--- config.mk ---
export PLATFORM = sky130hd
export DESIGN_NAME = base_clock_generator
export DESIGN_NICKNAME = d
export VERILOG_FILES = /design/src/inc/base_clock_pkg.sv /design/src/base_clock_generator.sv
export SDC_FILE = /design/constraint.sdc
export NUM_CORES = 2
export LEC_CHECK = 0
export ABC_AREA = 0
export ABC_CLOCK_PERIOD_IN_PS = 36400
export BUFFER_PORTS_ARGS = -buffer_cell sky130_fd_sc_hd__buf_2
export CAP_MARGIN = 5
export CORE_MARGIN = 5
export CORE_UTILIZATION = 31
export CTS_BUF_LIST = sky130_fd_sc_hd__clkbuf_8
export CTS_CLUSTER_SIZE = 12
export DETAILED_ROUTE_END_ITERATION = 7
export PLACE_DENSITY_LB_ADDON = 0.15
export RECOVER_POWER = 25
export SLEW_MARGIN = 20
export SYNTH_ARGS = -nofsm -noshare
export SYNTH_HDL_FRONTEND = slang
export SYNTH_SLANG_ARGS = --single-unit
--- constraint.sdc ---
create_clock -name clock_i -period 36.4 [get_ports clock_i]
set_input_delay 7.28 -clock clock_i [delete_from_list [all_inputs] [get_ports clock_i]]
set_output_delay 7.28 -clock clock_i [all_outputs]
set_load 0.05 [all_outputs]
--- src/inc/base_clock_pkg.sv ---
// Constants, register map and types of the base clock generator.
// Assumes one control clock that never stops and a plain register port.
// Operation
// - Control logic runs on never-stopping control clock.
// - Base clocks 0..11; index 10 reserved.
// - Safe and control clocks use only ring oscillator.
// - Dividers take PLL or primary oscillators only.
// - PLL fed by crystal; three phase outputs.
// - Illegal source write keeps old source field.
// - Everything selects ring oscillator after reset.
// - Selecting inactive source is masked, not stored.
// - Source inactive after 32 edgeless control cycles.
// - After reset all sources reported absent.
// - Detectors flag activation and deactivation events.
// - Dead selected clock still raises deactivation event.
// - Source switching is glitch-free at both stages.
// - PLL switch holds output low until lock.
// - Other switches finish fast with short low.
// - Old clock stuck high 32 cycles forced low.
// - PLL divides by twice P or passes directly.
// - Ring oscillator refuses power-down requests.
// - Post divider gives 2, 4, 8 or 16.
// - Lock stays low while PLL powered down.
package base_clock_pkg;

  // ----------------------------------------------------------------
  // Sizes and source numbering
  // ----------------------------------------------------------------
  localparam int NUM_SOURCES = 12;
  localparam int NUM_BASE = 12;
  localparam int NUM_FRACTIONAL_DIVIDER = 7;
  localparam int NUM_PLL = 3;
  localparam logic [3:0] SRC_RING = 4'h0;
  localparam logic [3:0] SRC_XTAL = 4'h1;
  localparam logic [3:0] SRC_PLL_FIRST = 4'h2;
  localparam logic [3:0] SRC_PLL_LAST = 4'h4;
  localparam logic [3:0] SRC_LAST = 4'hB;
  localparam int BASE_SAFE = 0;
  localparam int BASE_SYS = 1;
  localparam int BASE_CTRL = 2;
  localparam int BASE_RESERVED = 10;

  // ----------------------------------------------------------------
  // Register map
  // ----------------------------------------------------------------
  localparam logic [7:0] BASE_SEL_OFS = 8'h00;
  localparam logic [7:0] FRACTIONAL_DIVIDER_CTL_OFS = 8'h30;
  localparam logic [7:0] PLL_CTL_OFS = 8'h4C;
  localparam logic [7:0] OSC_CTL_OFS = 8'h50;
  localparam logic [7:0] ACT_STATUS_OFS = 8'h54;
  localparam logic [7:0] PLL_STATUS_OFS = 8'h58;
  localparam int SEL_LSB = 0;
  localparam int FRACTIONAL_DIVIDER_L_LSB = 4;
  localparam int FRACTIONAL_DIVIDER_D_LSB = 12;
  localparam int PLL_PD_BIT = 0;
  localparam int PLL_DIRECT_BIT = 1;
  localparam int PLL_PSEL_LSB = 2;
  localparam int OSC_XTAL_PD_BIT = 0;
  localparam int OSC_RING_PD_BIT = 1;

  // ----------------------------------------------------------------
  // Reset values and timing counts in control clock cycles
  // ----------------------------------------------------------------
  localparam logic [3:0] SEL_RESET = 4'h0;
  localparam logic [7:0] FRACTIONAL_DIVIDER_L_RESET = 8'h01;
  localparam logic [7:0] FRACTIONAL_DIVIDER_D_RESET = 8'h01;
  localparam logic PLL_PD_RESET = 1'b1;
  localparam logic [1:0] PLL_PSEL_RESET = 2'h0;
  localparam logic XTAL_PD_RESET = 1'b0;
  localparam int ACT_WINDOW_CYCLES = 32;
  localparam int STUCK_WINDOW_CYCLES = 32;
  localparam int HOLD_CYCLES = 2;

  typedef enum logic [1:0] {GEN_RUN, GEN_DRAIN, GEN_HOLD} gen_state_e;

endpackage : base_clock_pkg

--- src/base_clock_generator.sv ---
// Base clock generator: source selection, dividers, PLL post divider,
// activity detection and glitch-free switching of twelve base clocks.
// Assumes clock sources arrive as levels sampled by the control clock.
`timescale 1ns/1ps
module base_clock_generator #(
  parameter int ACT_WINDOW = base_clock_pkg::ACT_WINDOW_CYCLES,
  parameter int STUCK_WINDOW = base_clock_pkg::STUCK_WINDOW_CYCLES
) (
  // Control clock and reset
  input wire logic clock_i,
  input wire logic rst_i,
  // Register port
  input wire logic [7:0] addr_i,
  input wire logic [31:0] wdata_i,
  input wire logic wr_i,
  input wire logic rd_i,
  output logic [31:0] rdata_o,
  // Clock sources
  input wire logic ring_osc_i,
  input wire logic xtal_osc_i,
  input wire logic [2:0] pll_cco_i,
  input wire logic pll_lock_detect_i,
  // Generated clocks and analogue controls
  output logic [11:0] base_clock_o,
  output logic xtal_power_down_o,
  output logic pll_power_down_o,
  output logic pll_lock_o,
  // Activity events
  output logic [11:0] activity_rise_o,
  output logic [11:0] activity_fall_o
);

  initial begin
    if (ACT_WINDOW < 2 || ACT_WINDOW > 63 || STUCK_WINDOW < 2 || STUCK_WINDOW > 63) begin
      $error("base_clock_generator: window counts must lie in 2..63");
    end
  end

  localparam logic [5:0] ACT_LAST = 6'(ACT_WINDOW - 1);
  localparam logic [5:0] STUCK_LAST = 6'(STUCK_WINDOW - 1);
  localparam logic [5:0] HOLD_LAST = 6'(base_clock_pkg::HOLD_CYCLES - 1);

  typedef struct packed {
    logic [4:0] raw_meta;
    logic [4:0] raw_sync;
    logic [4:0] raw_prev;
    logic [11:0] src_prev;
    logic [11:0][5:0] act_cnt;
    logic [11:0] active;
    logic [11:0] rise;
    logic [11:0] fall;
    logic [11:0][3:0] cur_sel;
    logic [11:0][3:0] pend_sel;
    base_clock_pkg::gen_state_e [11:0] gen_state;
    logic [11:0][5:0] gen_cnt;
    logic [11:0] base_clk;
    logic [6:0][3:0] fd_sel;
    logic [6:0][7:0] fd_l;
    logic [6:0][7:0] fd_d;
    logic [6:0][7:0] fd_acc;
    logic [6:0] fd_out;
    logic pll_pd;
    logic pll_direct;
    logic [1:0] pll_psel;
    logic [2:0][7:0] pll_cnt;
    logic [2:0] pll_out;
    logic pll_lock;
    logic xtal_pd;
    logic [31:0] rdata;
  } state_s;

  state_s s;
  state_s next_s;
  logic [11:0] src_lvl;
  logic [11:0] src_edge;
  logic [5:0] word;
  logic [7:0] pll_last;

  // ----------------------------------------------------------------
  // Source levels seen by detectors and generators
  // ----------------------------------------------------------------
  assign src_lvl = {s.fd_out, s.pll_out, s.raw_sync[1], s.raw_sync[0]};
  assign src_edge = src_lvl & ~s.src_prev;
  assign word = addr_i[7:2];
  assign pll_last = 8'((9'h001 << s.pll_psel) - 9'h001);

  function automatic logic is_pll(input logic [3:0] sel);
    is_pll = (sel >= base_clock_pkg::SRC_PLL_FIRST) && (sel <= base_clock_pkg::SRC_PLL_LAST);
  endfunction : is_pll

  // ----------------------------------------------------------------
  // Next state
  // ----------------------------------------------------------------
  always_comb begin
    logic [8:0] fd_sum;
    logic [3:0] wsel;
    logic [3:0] fsrc;
    fd_sum = 9'h000;
    wsel = wdata_i[base_clock_pkg::SEL_LSB +: 4];
    fsrc = 4'h0;
    next_s = s;
    next_s.raw_meta = {pll_cco_i, xtal_osc_i, ring_osc_i};
    next_s.raw_sync = s.raw_meta;
    next_s.raw_prev = s.raw_sync;
    next_s.src_prev = src_lvl;
    next_s.rdata = 32'h0000_0000;

    // Activity detectors: an edge marks the source alive, a quiet window marks it dead.
    for (int k = 0; k < base_clock_pkg::NUM_SOURCES; k++) begin
      if (src_edge[k]) begin
        next_s.act_cnt[k] = 6'h00;
        next_s.active[k] = 1'b1;
      end else if (s.act_cnt[k] == ACT_LAST) begin
        next_s.active[k] = 1'b0;
      end else begin
        next_s.act_cnt[k] = s.act_cnt[k] + 6'h01;
      end
      // Events fire even for a source that a generator is still passing out.
      next_s.rise[k] = next_s.active[k] & ~s.active[k];
      next_s.fall[k] = ~next_s.active[k] & s.active[k];
    end

    // PLL post divider on the crystal-referenced oscillator phases.
    for (int p = 0; p < base_clock_pkg::NUM_PLL; p++) begin
      if (s.pll_pd) begin
        next_s.pll_cnt[p] = 8'h00;
        next_s.pll_out[p] = 1'b0;
      end else if (s.pll_direct) begin
        next_s.pll_out[p] = s.raw_sync[2 + p];
      end else if (s.raw_sync[2 + p] && !s.raw_prev[2 + p]) begin
        if (s.pll_cnt[p] >= pll_last) begin
          next_s.pll_cnt[p] = 8'h00;
          next_s.pll_out[p] = ~s.pll_out[p];
        end else begin
          next_s.pll_cnt[p] = s.pll_cnt[p] + 8'h01;
        end
      end
    end

    // Fractional dividers: output pulse train of L per D input edges.
    // With L equal to D every edge overflows, so the output sits high and reads inactive.
    for (int f = 0; f < base_clock_pkg::NUM_FRACTIONAL_DIVIDER; f++) begin
      fsrc = s.fd_sel[f];
      fd_sum = {1'b0, s.fd_acc[f]} + {1'b0, s.fd_l[f]};
      // Only edges of the one selected source count, so a new selection adds no stray pulse.
      if (src_edge[fsrc] && (!is_pll(fsrc) || s.pll_lock)) begin
        if (fd_sum >= {1'b0, s.fd_d[f]}) begin
          next_s.fd_acc[f] = 8'(fd_sum - {1'b0, s.fd_d[f]});
          next_s.fd_out[f] = 1'b1;
        end else begin
          next_s.fd_acc[f] = fd_sum[7:0];
          next_s.fd_out[f] = 1'b0;
        end
      end
    end

    // Output generators.
    for (int g = 0; g < base_clock_pkg::NUM_BASE; g++) begin
      case (s.gen_state[g])
        base_clock_pkg::GEN_RUN: begin
          next_s.base_clk[g] = src_lvl[s.cur_sel[g]];
        end
        base_clock_pkg::GEN_DRAIN: begin
          if (!src_lvl[s.cur_sel[g]]) begin
            next_s.base_clk[g] = 1'b0;
            next_s.gen_state[g] = base_clock_pkg::GEN_HOLD;
            next_s.gen_cnt[g] = 6'h00;
          end else if (s.gen_cnt[g] == STUCK_LAST) begin
            next_s.base_clk[g] = 1'b0;
            next_s.gen_state[g] = base_clock_pkg::GEN_HOLD;
            next_s.gen_cnt[g] = 6'h00;
          end else begin
            next_s.base_clk[g] = 1'b1;
            next_s.gen_cnt[g] = s.gen_cnt[g] + 6'h01;
          end
        end
        base_clock_pkg::GEN_HOLD: begin
          next_s.base_clk[g] = 1'b0;
          next_s.cur_sel[g] = s.pend_sel[g];
          if (s.gen_cnt[g] < HOLD_LAST) begin
            next_s.gen_cnt[g] = s.gen_cnt[g] + 6'h01;
          end else if (!src_lvl[s.pend_sel[g]] && (!is_pll(s.pend_sel[g]) || s.pll_lock)) begin
            next_s.gen_state[g] = base_clock_pkg::GEN_RUN;
          end
        end
        default: begin
          next_s.gen_state[g] = base_clock_pkg::GEN_RUN;
        end
      endcase
      if (g == base_clock_pkg::BASE_RESERVED) begin
        next_s.base_clk[g] = 1'b0;
      end
    end

    // Register writes.
    if (wr_i) begin
      if (addr_i < base_clock_pkg::FRACTIONAL_DIVIDER_CTL_OFS) begin
        for (int g = 0; g < base_clock_pkg::NUM_BASE; g++) begin
          if (word == 6'(g) && g != base_clock_pkg::BASE_RESERVED
              && wsel <= base_clock_pkg::SRC_LAST && s.active[wsel]
              && ((g != base_clock_pkg::BASE_SAFE && g != base_clock_pkg::BASE_CTRL)
                  || wsel == base_clock_pkg::SRC_RING)) begin
            next_s.pend_sel[g] = wsel;
            if (s.gen_state[g] == base_clock_pkg::GEN_RUN && wsel != s.cur_sel[g]) begin
              next_s.gen_state[g] = base_clock_pkg::GEN_DRAIN;
              next_s.gen_cnt[g] = 6'h00;
            end
          end
        end
      end else if (addr_i < base_clock_pkg::PLL_CTL_OFS) begin
        for (int f = 0; f < base_clock_pkg::NUM_FRACTIONAL_DIVIDER; f++) begin
          if (word == 6'(f + 12)) begin
            next_s.fd_l[f] = wdata_i[base_clock_pkg::FRACTIONAL_DIVIDER_L_LSB +: 8];
            next_s.fd_d[f] = wdata_i[base_clock_pkg::FRACTIONAL_DIVIDER_D_LSB +: 8];
            if (wsel <= base_clock_pkg::SRC_PLL_LAST && s.active[wsel]) begin
              next_s.fd_sel[f] = wsel;
            end
          end
        end
      end else if (addr_i == base_clock_pkg::PLL_CTL_OFS) begin
        next_s.pll_pd = wdata_i[base_clock_pkg::PLL_PD_BIT];
        next_s.pll_direct = wdata_i[base_clock_pkg::PLL_DIRECT_BIT];
        next_s.pll_psel = wdata_i[base_clock_pkg::PLL_PSEL_LSB +: 2];
      end else if (addr_i == base_clock_pkg::OSC_CTL_OFS) begin
        // The ring oscillator power-down bit is not stored at all.
        next_s.xtal_pd = wdata_i[base_clock_pkg::OSC_XTAL_PD_BIT];
      end
    end

    // Lock follows the detector but never while powered down.
    next_s.pll_lock = pll_lock_detect_i & ~next_s.pll_pd;

    // Register reads.
    if (rd_i) begin
      if (addr_i < base_clock_pkg::FRACTIONAL_DIVIDER_CTL_OFS) begin
        for (int g = 0; g < base_clock_pkg::NUM_BASE; g++) begin
          if (word == 6'(g)) begin
            next_s.rdata = {28'h0000000, s.pend_sel[g]};
          end
        end
      end else if (addr_i < base_clock_pkg::PLL_CTL_OFS) begin
        for (int f = 0; f < base_clock_pkg::NUM_FRACTIONAL_DIVIDER; f++) begin
          if (word == 6'(f + 12)) begin
            next_s.rdata = {12'h000, s.fd_d[f], s.fd_l[f], s.fd_sel[f]};
          end
        end
      end else if (addr_i == base_clock_pkg::PLL_CTL_OFS) begin
        next_s.rdata = {28'h0000000, s.pll_psel, s.pll_direct, s.pll_pd};
      end else if (addr_i == base_clock_pkg::OSC_CTL_OFS) begin
        next_s.rdata = {31'h00000000, s.xtal_pd};
      end else if (addr_i == base_clock_pkg::ACT_STATUS_OFS) begin
        next_s.rdata = {20'h00000, s.active};
      end else if (addr_i == base_clock_pkg::PLL_STATUS_OFS) begin
        next_s.rdata = {31'h00000000, s.pll_lock};
      end
    end
  end

  // ----------------------------------------------------------------
  // State register on the never-stopping control clock
  // ----------------------------------------------------------------
  always_ff @(posedge clock_i or posedge rst_i) begin
    if (rst_i) begin
      s <= '0;
      s.fd_l <= {7{base_clock_pkg::FRACTIONAL_DIVIDER_L_RESET}};
      s.fd_d <= {7{base_clock_pkg::FRACTIONAL_DIVIDER_D_RESET}};
      s.pll_pd <= base_clock_pkg::PLL_PD_RESET;
      s.pll_psel <= base_clock_pkg::PLL_PSEL_RESET;
      s.xtal_pd <= base_clock_pkg::XTAL_PD_RESET;
    end else begin
      s <= next_s;
    end
  end

  assign rdata_o = s.rdata;
  assign base_clock_o = s.base_clk;
  assign xtal_power_down_o = s.xtal_pd;
  assign pll_power_down_o = s.pll_pd;
  assign pll_lock_o = s.pll_lock;
  assign activity_rise_o = s.rise;
  assign activity_fall_o = s.fall;

  // ----------------------------------------------------------------
  // Checks
  // ----------------------------------------------------------------
  ring_only_sel_a: assert property (@(posedge clock_i) disable iff (rst_i)
    s.cur_sel[0] == 4'h0 && s.pend_sel[0] == 4'h0 && s.cur_sel[2] == 4'h0)
    else $error("safe or control clock left the ring oscillator");

  fractional_divider_src_a: assert property (@(posedge clock_i) disable iff (rst_i)
    s.fd_sel[0] <= base_clock_pkg::SRC_PLL_LAST && s.fd_sel[6] <= base_clock_pkg::SRC_PLL_LAST)
    else $error("divider fed from a divider");

  dead_sel_kept_a: assert property (@(posedge clock_i) disable iff (rst_i)
    wr_i && word == 6'h01 && wdata_i[3:0] == 4'h1 && !s.active[1] |=> $stable(s.pend_sel[1]))
    else $error("inactive source was stored");

  reset_ring_a: assert property (@(posedge clock_i)
    $fell(rst_i) |-> s.cur_sel == '0 && s.fd_sel == '0)
    else $error("source not ring oscillator after reset");

  reset_absent_a: assert property (@(posedge clock_i)
    $fell(rst_i) |-> s.active == 12'h000 ##1 activity_rise_o == 12'h000 || src_lvl != 12'h000)
    else $error("source reported present straight after reset");

  quiet_dead_a: assert property (@(posedge clock_i) disable iff (rst_i)
    s.active[1] && s.act_cnt[1] == ACT_LAST && !src_edge[1] |=> !s.active[1] && activity_fall_o[1])
    else $error("quiet source not declared inactive");

  rise_event_a: assert property (@(posedge clock_i) disable iff (rst_i)
    $rose(s.active[0]) |-> activity_rise_o[0] ##1 !activity_rise_o[0])
    else $error("activation event missing or too long");

  stuck_force_a: assert property (@(posedge clock_i) disable iff (rst_i)
    s.gen_state[3] == base_clock_pkg::GEN_DRAIN && s.gen_cnt[3] == STUCK_LAST
    |=> !base_clock_o[3] && s.gen_state[3] == base_clock_pkg::GEN_HOLD)
    else $error("stuck clock not forced low");

  pll_wait_a: assert property (@(posedge clock_i) disable iff (rst_i)
    s.gen_state[5] == base_clock_pkg::GEN_HOLD && is_pll(s.pend_sel[5]) && !s.pll_lock
    |=> s.gen_state[5] != base_clock_pkg::GEN_RUN && !base_clock_o[5])
    else $error("PLL clock released before lock");

  lock_pd_a: assert property (@(posedge clock_i) disable iff (rst_i)
    s.pll_pd |-> !pll_lock_o)
    else $error("lock high while PLL powered down");

  post_div_a: assert property (@(posedge clock_i) disable iff (rst_i)
    !s.pll_pd && !s.pll_direct && $stable(s.pll_pd) && $stable(s.pll_direct) && $changed(s.pll_out[0])
    |-> $past(s.pll_cnt[0]) >= $past(pll_last))
    else $error("post divider toggled early");

  ring_pd_a: assert property (@(posedge clock_i) disable iff (rst_i)
    rd_i && addr_i == base_clock_pkg::OSC_CTL_OFS |=> !rdata_o[base_clock_pkg::OSC_RING_PD_BIT])
    else $error("ring oscillator power-down accepted");

  reserved_low_a: assert property (@(posedge clock_i) disable iff (rst_i)
    !base_clock_o[base_clock_pkg::BASE_RESERVED])
    else $error("reserved base clock toggled");

  fall_event_a: assert property (@(posedge clock_i) disable iff (rst_i)
    $fell(s.active[1]) |-> activity_fall_o[1] ##1 !activity_fall_o[1])
    else $error("deactivation event missing or too long");

  div_mask_a: assert property (@(posedge clock_i) disable iff (rst_i)
    wr_i && addr_i == base_clock_pkg::FRACTIONAL_DIVIDER_CTL_OFS && wdata_i[3:0] == 4'h1 && !s.active[1]
    |=> $stable(s.fd_sel[0]))
    else $error("divider took an inactive source");

  lock_follow_a: assert property (@(posedge clock_i) disable iff (rst_i)
    !s.pll_pd && pll_lock_detect_i && !(wr_i && addr_i == base_clock_pkg::PLL_CTL_OFS)
    |=> pll_lock_o)
    else $error("lock not raised after power-up");

  status_read_a: assert property (@(posedge clock_i) disable iff (rst_i)
    rd_i && addr_i == base_clock_pkg::ACT_STATUS_OFS |=> rdata_o[11:0] == $past(s.active))
    else $error("activity status read back wrong");

  drain_pass_a: assert property (@(posedge clock_i) disable iff (rst_i)
    s.gen_state[1] == base_clock_pkg::GEN_DRAIN && src_lvl[s.cur_sel[1]]
    && s.gen_cnt[1] != STUCK_LAST |=> base_clock_o[1])
    else $error("old clock cut short during switch");

  hold_exit_a: assert property (@(posedge clock_i) disable iff (rst_i)
    s.gen_state[1] == base_clock_pkg::GEN_HOLD && s.gen_cnt[1] >= HOLD_LAST
    && !is_pll(s.pend_sel[1]) && !src_lvl[s.pend_sel[1]] |=> s.gen_state[1] == base_clock_pkg::GEN_RUN)
    else $error("switch to a plain source stalled");

  reset_pd_a: assert property (@(posedge clock_i)
    $fell(rst_i) |-> pll_power_down_o && !pll_lock_o)
    else $error("PLL not powered down after reset");

endmodule : base_clock_generator

## Word-level counts from Yosys, hierarchy flattened

Index checks and enable logic that the tools add are counted.

| storage, ports and cells | value |
|---|---|
| register bits | 590 |
| input bits | 50 |
| output and inout port bits | 71 |
| word-level logic and storage cells | 952 |

| cells by class | value |
|---|---|
| add/subtract/negate cells | 41 |
| magnitude comparators | 91 |
| eq/ne operators | 91 |
| shifts and indexed selects | 1 |
| muxes and demuxes | 358 |
| bitwise gates (word level) | 58 |
| reductions and logical operators | 191 |

Operator list:

| operator | count |
|---|---|
| two-way mux 32 bit | 18 |
| two-way mux 6 bit | 79 |
| == test 6 x 5 -> 1 bit, second input constant | 26 |
| two-way mux 8 bit | 19 |
| less-than comparator 4 x 5 -> 1 bit, second input constant | 30 |
| adder 6 x 1 -> 6 bit, second input constant | 23 |
| two-way mux 2 bit | 68 |
| case mux 6 bit (2 select lines) | 11 |
| binary-select mux 1 bit (select 4 bit) | 30 |
| two-way mux 60 bit | 2 |
| two-way mux 1 bit | 96 |
| <= comparator 4 x 3 -> 1 bit, second input constant | 19 |
| logical AND 1 bit | 75 |
| >= comparator 4 x 2 -> 1 bit, second input constant | 18 |
| less-than comparator 6 x 1 -> 1 bit, second input constant | 11 |
| case mux 2 bit (3 select lines) | 11 |
| adder 8 x 8 -> 9 bit | 7 |
| >= comparator 9 x 8 -> 1 bit | 7 |
| subtractor 8 bit | 7 |
| two-way mux 26 bit | 2 |
| nonzero test 3 bit | 17 |
| == test 6 x 4 -> 1 bit, second input constant | 8 |
| inequality test 4 bit | 11 |
| AND reduction 5 bit | 8 |
| other kinds (32) | 228 |

## Logic depth before layout (Yosys ltp)

| depth | value |
|---|---|
| depth in word-level cells | 15 |
| depth in mapped cells | 14 |

## Worst setup path before layout

No wires, ideal clock.

| timing path | value |
|---|---|
| path kind | input port to flip-flop |
| from | input wdata_i[0] |
| to | register s[400] (netlist name) |
| data arrival time | 9.037 ns |
| data required time | 36.275 ns |
| path slack | 27.238 ns |
| cell stages on the path | 8 |
| buffers on the path | 3 |
| cell sequence | buf_6 -> mux4_2 -> a21boi_2 -> o21bai_4 -> buf_8 -> or3_1 -> buf_6 -> mux2_2 |

| between the ends | value |
|---|---|
| word-level cells in the longest chain between the ends | 4 |
| elaborated cells between the ends (all ways) | 6 |
| those cells by class | 1 x order compare; 2 x mux; 3 x reduce/logical |

RTL lines:

| item | RTL line | text |
|---|---|---|
| start, declared | base_clock_generator.sv:14 | `input wire logic [31:0] wdata_i,` |
| binary-select mux 1 bit (select 4 bit) / <= comparator 4 bit (equally long branches) | base_clock_generator.sv:200 | `&& wsel <= base_clock_pkg::SRC_LAST && s.active[wsel]` |
| two-way mux 1 bit (not written as such) / logical AND 1 bit (equally long branches) | base_clock_generator.sv:200 |  |
| logical AND 1 bit | base_clock_generator.sv:200 |  |
| AND reduction 3 bit (no line) | -- |  |
| end signal, assigned | base_clock_generator.sv:271 | `s <= next_s;` |
| end, declared | base_clock_generator.sv:72 | `state_s s;` |

Parallel ways exist; a longest one is shown, timed or not. The select of a mux whose other input is x is not followed.
A chain may end at the register's enable or synchronous reset.

==> reports/results.tsv <==
metric	value	unit
reg2reg start	next_s[589]	
Site Rows	126	
Worst Hold Launch	next_s[600]	
VDD IR-drop max	0.0283	mV
clock latency of the later-clocked register in the worst-skew pair	0.83	ns
outcome	finished, violations left	
register bit total from synthesis	576	
Hold-fix buffers, CTS	0	
met2 wire length	52400	um
number of setup buffers added after CTS	0	
CTS tree	done	
DRT met1 WL	52300	um
htree depth	3	
Worst R2R Path Depth	7	
biggest area consumer among synthesized cells	dfrtp_1	
top_reg_cell synth	dfrtp_1	
syn_area_per_cell	9.95	sq um
ys async rst share	100	%
max layer used	met4	
pin count of the biggest net entering global routing	108	
Port Buffers	95	
Synth top cells by count	dfrtp_1, nor2_1, nand2_1, mux2_2, ha_1	
synth warn	0	
Syn Std Cell Area	36700	sq um
CTS root buf	clkbuf_8	
fin nets	3990	
IO Pins	121	
setup TNS	0	ns
final worst clock skew	0.0567	ns
final-report setup violation count	0	
Hold Path Cell Cnt	0	
Max-Cap Viols	11	
CP cell instances	buf_2 -> clkinvlp_2 -> buf_4 -> buf_4 -> buf_4 -> buf_4	
r2r endpoint	next_s[586]	
RSZ-0062 raised after global routing	false	
final worst path period share	34.6	%
final WL	112000	um
Worst setup EP type	async pin	
total power draw	2.53	mW
CP Max Fanout	107	
Hold Path End	next_s[595]	
Worst Max-Slew Pin Slew	4.96	ns
worst endpoint data arrival time	13.46	ns
normalized max-slew margin	-232	%
CP bufs+invs	6	
WL met3	4700	um
PostCTS Resize Cnt	0	
global placement routability congestion	0.810	
Layout area overhead	10.7	%
fin crit period	12.61	ns
Critical Path RT	37.25	ns
CP most frequent cell	buf_4	
Worst Hold Class	reg2reg	
Post-Synthesis Cells	3689	
Routed Antenna Nets	0	
Layout fillers	12000	
DR DRC count	0	
initial antenna violation count	12	
Top delay family on crit path	buffers and inverters	
slowest stage delay, CP	2.70	ns
Cell Pwr Density	62.2	nW/um^2
Die W	354	um
vias in the first global route	28000	
layout cells sized above 1	17.6	%
GR Overflow Total	0	
TritonRoute pass-1 iters	5	
leakage	17.8	nW
EDFF count, synth	0	
vias	28300	
Clock Path Buffers	3	
Synth top area share	38.3	%
Worst path slowest cell	clkinvlp_2	
Pins Over Slew Limit	372	
Netlist cell types	98	
TritonCTS buffer count	112	
clock-pin slew on the worst setup and hold paths	0.05	ns
sequential area share after synthesis	39.3	%
die area	125000	sq um
Finished Core Util	34.5	%
fmax	79.3	MHz
top post-synthesis cells by area	dfrtp_1, ha_1, mux2_2	
Initial Utilization	31.2	%
total global-route track usage	17.5	%
Crit Path Class	in2async	
clock net sink count	576	
first-pass GRT wire length	172000	um
Setup crit start kind	input pin	
minimum setup slack among reg-to-reg paths	31.48	ns
routed vias/inst	5.29	
top-count cell post-synth	dfrtp_1	
core area	118000	sq um
DRT iter0 DRCs	1889	
routed len/inst	21.0	um
failing checks	capacitance limit, slew limit	
DPL Wire Length	78100	um
die height	354	um
Final Hold Vio Count	0	
-- power breakdown --
group	switching, mW	internal, mW
registers	0.128	0.756
clock network	0.317	0.393
logic	0.544	0.388
-- layout by cell type, fill, tap and decap left out, drive strengths merged, types with 53 or more instances in the layout --
cell type | Yosys | routed
dfrtp | 561 | 561
nor2 | 280 | 280
nand2 | 258 | 258
inv | 186 | 225
mux2 | 224 | 224
ha | 210 | 210
o21ai | 203 | 203
a21oi | 195 | 195
clkbuf | 117 | 167
buf | 122 | 121
nand3 | 107 | 107
xnor2 | 94 | 94
mux2i | 84 | 84
nor3 | 83 | 83
mux4 | 74 | 74
a31oi | 73 | 73
nand2b | 59 | 59
xor2 | 58 | 58
a22oi | 53 | 53
-- metal layers --
| layer | GRT usage [%] | vias to the layer above |
|---|---|---|
| li1 | - | 13500 |
| met1 | 24.1 | 14100 |
| met2 | 28.6 | 568 |
| met3 | 2.83 | 167 |
| met4 | 5.07 | 0 |
| met5 | 0 | - |
-- through the flow --
stage	hold slack [ns]	instance area, sq um	std cells	setup WS, ns
floorplan	0.331	36700	3701	13.03
global placement	0.337	38200	5138	25.06
detailed placement	0.336	38300	5138	25.02
CTS	0.349	40700	5349	25.95
global route	0.360	40600	5354	22.46
finish	0.345	40600	5356	23.79
-- logic make-up (layout without fill, tap and decap cells) --
| family | after synthesis | after routing | synth area share [%] |
|---|---|---|---|
| AOI/OAI and AO/OA | 844 | 844 | 15.1 |
| xor gates and xnor gates | 152 | 152 | 3.63 |
| adders and majority gates | 224 | 224 | 7.92 |
| buffers and inverters | 426 | 538 | 5.30 |
| DFF | 576 | 576 | 39.3 |
| muxes | 382 | 382 | 13.7 |
| other | 1 | 20 | 0.0102 |
| and+or+nand+nor | 1084 | 1084 | 15.0 |
-- state kept, by name, indices dropped and copies added, names as in the netlist --
name               flops
activity_rise_o       12
s                    498
pll_power_down_o       1
base_clock_o          11
activity_fall_o       12
rdata_o               20
next_s                20
xtal_power_down_o      1
pll_lock_o             1
-- worst max-delay path by stage --
stage	start	depth (start not counted)	endpoint
final	rst_i	6	s[290]
after global routing	rst_i	6	s[289]
after CTS	rst_i	6	s[399]
after detailed placement	rst_i	6	s[290]
after global placement	rst_i	6	s[290]
after floorplan	rst_i	1	activity_fall_o[0]
-- area by class of cell --
cell class / count / area, sq um / area share, %
inverters: 187 / 703 / 1.73
multi-input cells: 2699 / 20400 / 50.1
repair buffers: 140 / 747 / 1.84
clock buffers: 148 / 2040 / 5.01
clock inverters: 63 / 417 / 1.03
flip-flops and latches: 576 / 14400 / 35.5
well taps: 1536 / 1920 / 4.73
diodes: 7 / 17.5 / 0.0431
No activity file was read; power rests on OpenSTA's default activity.
